--- src/rtl/pscd_pkg.sv ---
// Purpose: Constants for the PHY special control and cable diagnostic register bank
// Assumes: 16-bit registers on a plain strobe port, byte offsets within the bank
// Notes:   Shared by the design and the bench
package pscd_pkg;
   // Register offsets
   localparam logic [7:0]  PSCD_OFS_PHY1_CTRL   = 8'h02;
   localparam logic [7:0]  PSCD_OFS_PHY2_DIAG   = 8'h04;
   localparam logic [7:0]  PSCD_OFS_PHY2_CTRL   = 8'h06;
   localparam logic [7:0]  PSCD_OFS_IRQ_STATUS  = 8'h08;
   localparam logic [7:0]  PSCD_OFS_IRQ_ENABLE  = 8'h0a;
   localparam logic [7:0]  PSCD_OFS_IRQ_CLEAR   = 8'h0c;
   // Special control/status fields
   localparam int          PSCD_BIT_POLRV       = 5;
   localparam int          PSCD_BIT_XOVER       = 4;
   localparam int          PSCD_BIT_FLINK       = 3;
   localparam int          PSCD_BIT_PSAVE_DIS   = 2;
   localparam int          PSCD_BIT_LOOP        = 1;
   localparam logic [2:0]  PSCD_CTRL_RST        = 3'h2; // force, psave_dis, loop
   // Diagnostic fields
   localparam int          PSCD_BIT_DSTART      = 15;
   localparam int          PSCD_BIT_DRES_HI     = 14;
   localparam int          PSCD_BIT_DRES_LO     = 13;
   localparam int          PSCD_BIT_SHORT10     = 12;
   localparam int          PSCD_DCNT_W          = 9;
   localparam logic [1:0]  PSCD_RES_NORMAL      = 2'h0;
   localparam logic [1:0]  PSCD_RES_OPEN        = 2'h1;
   localparam logic [1:0]  PSCD_RES_SHORT       = 2'h2;
   localparam logic [1:0]  PSCD_RES_FAIL        = 2'h3;
   // Interrupt status bits
   localparam int          PSCD_IRQ_DIAG_DONE   = 0;
   localparam int          PSCD_IRQ_POL1        = 1;
   localparam int          PSCD_IRQ_POL2        = 2;
   localparam int          PSCD_IRQ_W           = 3;
   // Diagnostic engine states
   typedef enum logic [2:0] {
      PSCD_ST_IDLE = 3'b001,
      PSCD_ST_REQ  = 3'b010,
      PSCD_ST_WAIT = 3'b100
   } pscd_state_t;
endpackage

--- src/rtl/pscd_bank.sv ---
// Purpose: PHY special control/status and port 2 cable diagnostic register bank
// Assumes: PHY status inputs from the analog front end are asynchronous
// Notes:   Diagnostic engine handshake (start/done) runs on clk_i
//
// How it works
// - Bit 5 shows receive polarity reversed
// - Bit 4 shows crossover: 1 MDI, 0 MDIX
// - Bit 3 forces link pass, reset 0
// - Bit 2 set disables power saving, reset 1
// - Port 1 bit 1 loops receive to transmit
// - Port 2 bit 1 loops receive to transmit
// - Port 1 control register at 0x02
// - Port 2 control register at 0x06, same layout
// - Cable diagnostic register at 0x04
// - Writing bit 15 starts test, self-clears
// - Results updated on the same clock edge as bit 15 clears
// - Bits 14:13 give normal, open, short, fail
// - Bit 12 flags short under ten metres
// - Bits 8:0 give fault distance count
`timescale 1ns/1ps
module pscd_bank
   import pscd_pkg::*;
(
   input  wire logic                   clk_i,
   input  wire logic                   srst_i,
   // Register port
   input  wire logic [7:0]             addr_i,
   input  wire logic [15:0]            wdata_i,
   input  wire logic                   wr_i,
   input  wire logic                   rd_i,
   output logic      [15:0]            rdata_o,
   output logic                        irq_o,
   // PHY status from the front end (asynchronous)
   input  wire logic [1:0]             polarity_reversed_i,
   input  wire logic [1:0]             crossover_state_i,
   // PHY controls
   output logic      [1:0]             force_link_pass_o,
   output logic      [1:0]             power_save_disable_o,
   output logic      [1:0]             near_end_loopback_o,
   // Port 2 cable diagnostic engine
   output logic                        diag_start_o,
   input  wire logic                   diag_done_i,
   input  wire logic [1:0]             diag_result_i,
   input  wire logic                   diag_short_within_ten_metres_i,
   input  wire logic [PSCD_DCNT_W-1:0] diag_fault_count_i
);

   // Synchronisers for the front-end status
   logic [3:0]             sync_meta;
   logic [3:0]             sync_q;
   wire  [1:0]             pol_s = sync_q[1:0];
   wire  [1:0]             xov_s = sync_q[3:2];

   // Control and diagnostic state
   logic [2:0]             ctrl1;
   logic [2:0]             ctrl2;
   pscd_state_t            state;
   pscd_state_t            next_state;
   logic [1:0]             res;
   logic                   short10;
   logic [PSCD_DCNT_W-1:0] fcnt;
   logic [PSCD_IRQ_W-1:0]  irq_stat;
   logic [PSCD_IRQ_W-1:0]  irq_en;
   logic [1:0]             pol_d;

   // Address decode
   wire  sel_c1  = (addr_i == PSCD_OFS_PHY1_CTRL);
   wire  sel_dg  = (addr_i == PSCD_OFS_PHY2_DIAG);
   wire  sel_c2  = (addr_i == PSCD_OFS_PHY2_CTRL);
   wire  sel_ist = (addr_i == PSCD_OFS_IRQ_STATUS);
   wire  sel_ien = (addr_i == PSCD_OFS_IRQ_ENABLE);
   wire  sel_icl = (addr_i == PSCD_OFS_IRQ_CLEAR);
   wire  busy    = (state != PSCD_ST_IDLE);
   wire  start_w = wr_i && sel_dg && wdata_i[PSCD_BIT_DSTART] && !busy;
   wire  done_w  = (state == PSCD_ST_WAIT) && diag_done_i;

   // Build a control/status read word, identical layout for both ports
   function automatic logic [15:0] ctrl_word(input logic pol, input logic xov,
                                             input logic [2:0] c);
      logic [15:0] w;
      w = 16'h0000;
      w[PSCD_BIT_POLRV] = pol;
      w[PSCD_BIT_XOVER] = xov;
      w[PSCD_BIT_FLINK] = c[2];
      w[PSCD_BIT_PSAVE_DIS] = c[1];
      w[PSCD_BIT_LOOP] = c[0];
      return w;
   endfunction

   // Diagnostic read word
   wire [15:0] diag_word = {busy, res, short10, 3'h0, fcnt};

   // Read mux, unmapped reads return zero
   wire [15:0] rd_mux =
      sel_c1  ? ctrl_word(pol_s[0], xov_s[0], ctrl1) :
      sel_c2  ? ctrl_word(pol_s[1], xov_s[1], ctrl2) :
      sel_dg  ? diag_word :
      sel_ist ? {13'h0000, irq_stat} :
      sel_ien ? {13'h0000, irq_en} : 16'h0000;

   // Interrupt events: test finished, polarity changed
   wire [PSCD_IRQ_W-1:0] irq_evt = {pol_s[1] ^ pol_d[1], pol_s[0] ^ pol_d[0], done_w};
   wire [PSCD_IRQ_W-1:0] irq_clr = (wr_i && sel_icl) ? wdata_i[PSCD_IRQ_W-1:0] : '0;

   // Diagnostic sequencer next state
   always_comb begin
      next_state = state;
      unique case (state)
         PSCD_ST_IDLE: if (start_w) next_state = PSCD_ST_REQ;
         PSCD_ST_REQ:  next_state = PSCD_ST_WAIT;
         PSCD_ST_WAIT: if (diag_done_i) next_state = PSCD_ST_IDLE;
         default:      next_state = PSCD_ST_IDLE;
      endcase
   end

   // Status synchronisers
   always_ff @(posedge clk_i) begin
      if (srst_i) begin
         sync_meta <= 4'h0;
         sync_q    <= 4'h0;
      end else begin
         sync_meta <= {crossover_state_i, polarity_reversed_i};
         sync_q    <= sync_meta;
      end
   end

   // Control registers, writable bits only
   always_ff @(posedge clk_i) begin
      if (srst_i) begin
         ctrl1 <= PSCD_CTRL_RST;
         ctrl2 <= PSCD_CTRL_RST;
      end else if (wr_i) begin
         if (sel_c1)
            ctrl1 <= wdata_i[PSCD_BIT_FLINK:PSCD_BIT_LOOP];
         if (sel_c2)
            ctrl2 <= wdata_i[PSCD_BIT_FLINK:PSCD_BIT_LOOP];
      end
   end

   // Diagnostic state and result capture
   always_ff @(posedge clk_i) begin
      if (srst_i) begin
         state   <= PSCD_ST_IDLE;
         res     <= PSCD_RES_NORMAL;
         short10 <= 1'b0;
         fcnt    <= '0;
      end else begin
         state <= next_state;
         if (done_w) begin
            res     <= diag_result_i;
            short10 <= diag_short_within_ten_metres_i;
            fcnt    <= diag_fault_count_i;
         end
      end
   end

   // Interrupt status, set wins over clear
   always_ff @(posedge clk_i) begin
      if (srst_i) begin
         irq_stat <= '0;
         irq_en   <= '0;
         pol_d    <= 2'h0;
      end else begin
         pol_d    <= pol_s;
         irq_stat <= (irq_stat & ~irq_clr) | irq_evt;
         if (wr_i && sel_ien)
            irq_en <= wdata_i[PSCD_IRQ_W-1:0];
      end
   end

   // Registered outputs
   always_ff @(posedge clk_i) begin
      if (srst_i) begin
         rdata_o              <= 16'h0000;
         irq_o                <= 1'b0;
         force_link_pass_o    <= 2'h0;
         power_save_disable_o <= 2'h3;
         near_end_loopback_o  <= 2'h0;
         diag_start_o         <= 1'b0;
      end else begin
         rdata_o              <= rd_i ? rd_mux : 16'h0000;
         irq_o                <= |(irq_stat & irq_en);
         force_link_pass_o    <= {ctrl2[2], ctrl1[2]};
         power_save_disable_o <= {ctrl2[1], ctrl1[1]};
         near_end_loopback_o  <= {ctrl2[0], ctrl1[0]};
         diag_start_o         <= (next_state == PSCD_ST_REQ);
      end
   end

endmodule

--- config.mk ---
export PLATFORM = sky130hd
export DESIGN_NAME = pscd_bank
export DESIGN_NICKNAME = d
export VERILOG_FILES = /design/src/rtl/pscd_pkg.sv /design/src/rtl/pscd_bank.sv
export SDC_FILE = /design/constraint.sdc
export NUM_CORES = 1
export LEC_CHECK = 0
export ABC_AREA = 0
export BUFFER_PORTS_ARGS = -buffer_cell sky130_fd_sc_hd__clkbuf_2
export CAP_MARGIN = 20
export CORE_AREA = 10 10 75 77
export CTS_BUF_LIST = sky130_fd_sc_hd__clkbuf_8 sky130_fd_sc_hd__clkbuf_16
export CTS_CLUSTER_DIAMETER = 50
export DETAILED_ROUTE_END_ITERATION = 6
export DIE_AREA = 0 0 85 87
export GPL_TIMING_DRIVEN = 0
export PLACE_DENSITY = 0.9
export SYNTH_ARGS = -nofsm -noshare
export SYNTH_HDL_FRONTEND = slang
export SYNTH_SLANG_ARGS = --single-unit
--- constraint.sdc ---
create_clock -name clk_i -period 3.3 [get_ports clk_i]
set_input_delay 0.33 -clock clk_i [delete_from_list [all_inputs] [get_ports clk_i]]
set_output_delay 0.33 -clock clk_i [all_outputs]
set_load 0.02 [all_outputs]
==> metrics <==
maxcap violations=0; met2 GRT Util=25.0%; Final WS setup=between 1.5 and 2 ns; die area=roughly 0.0074 mm²; slowest stage cell, crit path=or4_4; RSZ-0062 raised after global routing=no; grt ovf=0; clock sink count=58; status=complete, no violations; core area=0.00423 mm²; Hold Fails Final Rpt=0; Main synth FF type=dfxtp_1; vias in the first global route=1775; sequential group share of total power=50.8%; pre-CTS setup slack=1.16 ns; post-synth cell types=38; crit share post-route=between 50% and 60%; total power=1.40 mW; internal power=approximately 1.1 mW; multi-input combinational cell area=890 µm²; GRT Resource Usage Total=between 10 and 15%; switch share=22.7%; Peak supply drop=0.305 mV; Logic pwr share=under 10%; area occupied by registers=0.00116 mm²; Worst setup EP type=register; fraction of registers with async set/reset=0%; Final setup viols=0; met3 Resource Use GR=5.62%; cell family with most CP delay=simple AND/OR/NAND/NOR gates; Slew headroom=62.7%; Yosys reg bits=58; initial antenna violation count=0; Crit path largest cell delay=0.57 ns; FF-to-FF setup slack=approximately 1.9 ns; CTS resizes=0; Mapped Cells=221; hold slack=roughly 0.19 ns; Starting Density=50.4%; die width=approximately 85 µm; Post-synth EDFFs=0; Critical Path RT=between 3 and 4 ns; # fillers=326; Switch Pwr=0.318 mW; CTS tree=built; Arrival @ worst endpoint=2.08 ns; Root Driver=clkbuf_8; critical path peak fanout=8; crit-path cells=clkbuf_2 > or4_4 > nor4_4 > nor3b_2 > and2_1; busiest grt layer=met2; Max clock buf depth=2; number of buffers created by CTS=9; dpl cell area=0.00247 mm²; share of cells above drive strength 1=28.1%; crit path launch type=primary input; measured slew at the worst slew-check pin=0.560 ns; largest net degree at the start of global routing=11; routed len/inst=15.4 µm; Placer Congestion=0.910; HPWL after detailed placement=between 3000 and 4000 µm; Clock Skew=0.0113 ns; post-route ant nets=0; Post-Syn Area per Cell=9.66 µm²; Die Y=between 80 and 90 µm; YS warnings=0; post-CTS setup buffers=0; IO Count=69; clock power share=around 44%; Buf+Inv Stages, Crit Path=1; number of port buffers=53; vias=1773; Final #Nets=~330; M1 GR Usage=~14%; Max H-tree Level=3; 1st-iter DRT viols=152; antenna cells=0; final instance area=0.00266 mm²; CP Class=in -> reg; Fmax=0.556 GHz; FP Rows=24; clk_lat worst skew=0.34 ns; Layout area overhead=24.5%; minimum clock period=1.80 ns; fin. max-slew vios=0; post-synthesis sequential area ratio=54.4%; Cell Area, Synth=0.00213 mm²; Hold/Removal Path Class=in -> reg; Clk pin slew, worst setup/hold paths=~0.07 ns; Power Density=526 mW/mm²; global-route wire length before repair=8360 µm; TNS Setup=0 ns; Hold-fix buffers, CTS=0; DR pass1 iterations=4; final wirelength=between 5000 and 6000 µm; Pleak=1.20 nW; post-route DRC violation count=0; vias per cell=5.15
sequential cells by signal, summed over array words and instances (netlist names):
register / flops
irq_en: 3
diag_start_o: 1
irq_stat: 3
ctrl1: 3
sync_meta: 4
short10: 1
res: 2
ctrl2: 3
rdata_o: 13
irq_o: 1
fcnt: 9
near_end_loopback_o: 2
power_save_disable_o: 2
sync_q: 4
pol_d: 2
force_link_pass_o: 2
state: 3
logic make-up after synthesis:
kind of cell	count (synthesis)	synth area share (%)
multiplexers	13	6.27
buffers and inverters	21	4.28
AND/OR/NAND/NOR	93	23.9
AO/OA/AOI/OAI	33	10.1
flip-flops	58	54.4
XOR/XNOR	2	0.821
other	1	0.176
cells in the mapped netlist, types with 2 or more instances:
cell | number | area [µm²]
nand4_1 | 5 | 31.3
o21ai_0 | 2 | 10.0
nor2b_1 | 17 | 106
o221a_2 | 2 | 22.5
a21bo_2 | 2 | 20.0
nor2_1 | 13 | 48.8
nand2b_1 | 7 | 43.8
nor3_1 | 3 | 15.0
a211oi_1 | 2 | 15.0
nand2_1 | 28 | 105
xnor2_1 | 2 | 17.5
a21oi_1 | 18 | 90.1
clkbuf_1 | 8 | 30.0
nor3b_1 | 2 | 15.0
buf_4 | 3 | 22.5
nand3_1 | 3 | 15.0
and3_1 | 2 | 12.5
dfxtp_1 | 58 | 1160
inv_1 | 8 | 30.0
and2_1 | 6 | 37.5
mux2_2 | 3 | 33.8
mux2i_1 | 10 | 100
o32ai_1 | 2 | 17.5
worst register-to-register path, delay by kind of cell (launching register included):
kind	cells	cell delay (ns)
compound gates	1	0.13
buf+inv	1	0.37
flops	1	0.33
simple gates	3	0.53
path summary, 6_finish.rpt:
path                                  end  cells after the start               startpoint
setup / recovery    rdata_o[6]$_SDFF_PP0_                      5                addr_i[5]
hold / removal    sync_meta[1]$_SDFF_PP0_                      2   polarity_reversed_i[1]
setup reg to reg     fcnt[5]$_SDFFE_PP0P_                      5      state[1]$_SDFF_PP0_
hold reg to reg      sync_q[2]$_SDFF_PP0_                      1  sync_meta[2]$_SDFF_PP0_
layout make-up:
type / count / share of cell area (%)
multi-input combinational: 144 / 33.5
inverter: 8 / 1.13
timing repair buffer: 53 / 9.98
tap: 52 / 2.45
buffer: 13 / 2.31
clock inverter: 7 / 2.31
sequential: 58 / 43.7
clock buffer: 9 / 4.66
layer usage:
| metal | share of wire, % | routed length, µm |
|---|---|---|
| met1 | 37 | 1990 |
| met2 | 51 | 2710 |
| met3 | 7.4 | 395 |
| met4 | 4.0 | 211 |
| met5 | 0 | 0 |
power by group through the flow:
stage | combinational (mW) | sequential, mW | clock [mW]
final | 0.0751 | 0.711 | 0.613
after global routing | 0.0813 | 0.711 | 0.654
after floorplan | 0.0409 | 0.725 | 0
after global placement | 0.0704 | 0.726 | 0
after CTS | 0.0742 | 0.711 | 0.620
after detailed placement | 0.0726 | 0.726 | 0
placed cells by master, fill, tap and decap left out, types with 8 or more instances in the layout:
master / count
mux2i_1: 10
inv_1: 9
nand2_1: 28
a21oi_1: 18
clkbuf_8: 9
nor2_1: 13
clkbuf_2: 53
dfxtp_1: 58
clkbuf_1: 8
nor2b_1: 17
through the flow:
stage	util, %	cells
5_1_grt	62.8	344
2_1_floorplan	-	223
6_report	62.8	344
3_3_place_gp	58.4	328
3_5_place_dp	58.4	328
4_1_cts	62.8	344
Note: power is estimated with default switching activity, not from simulation.
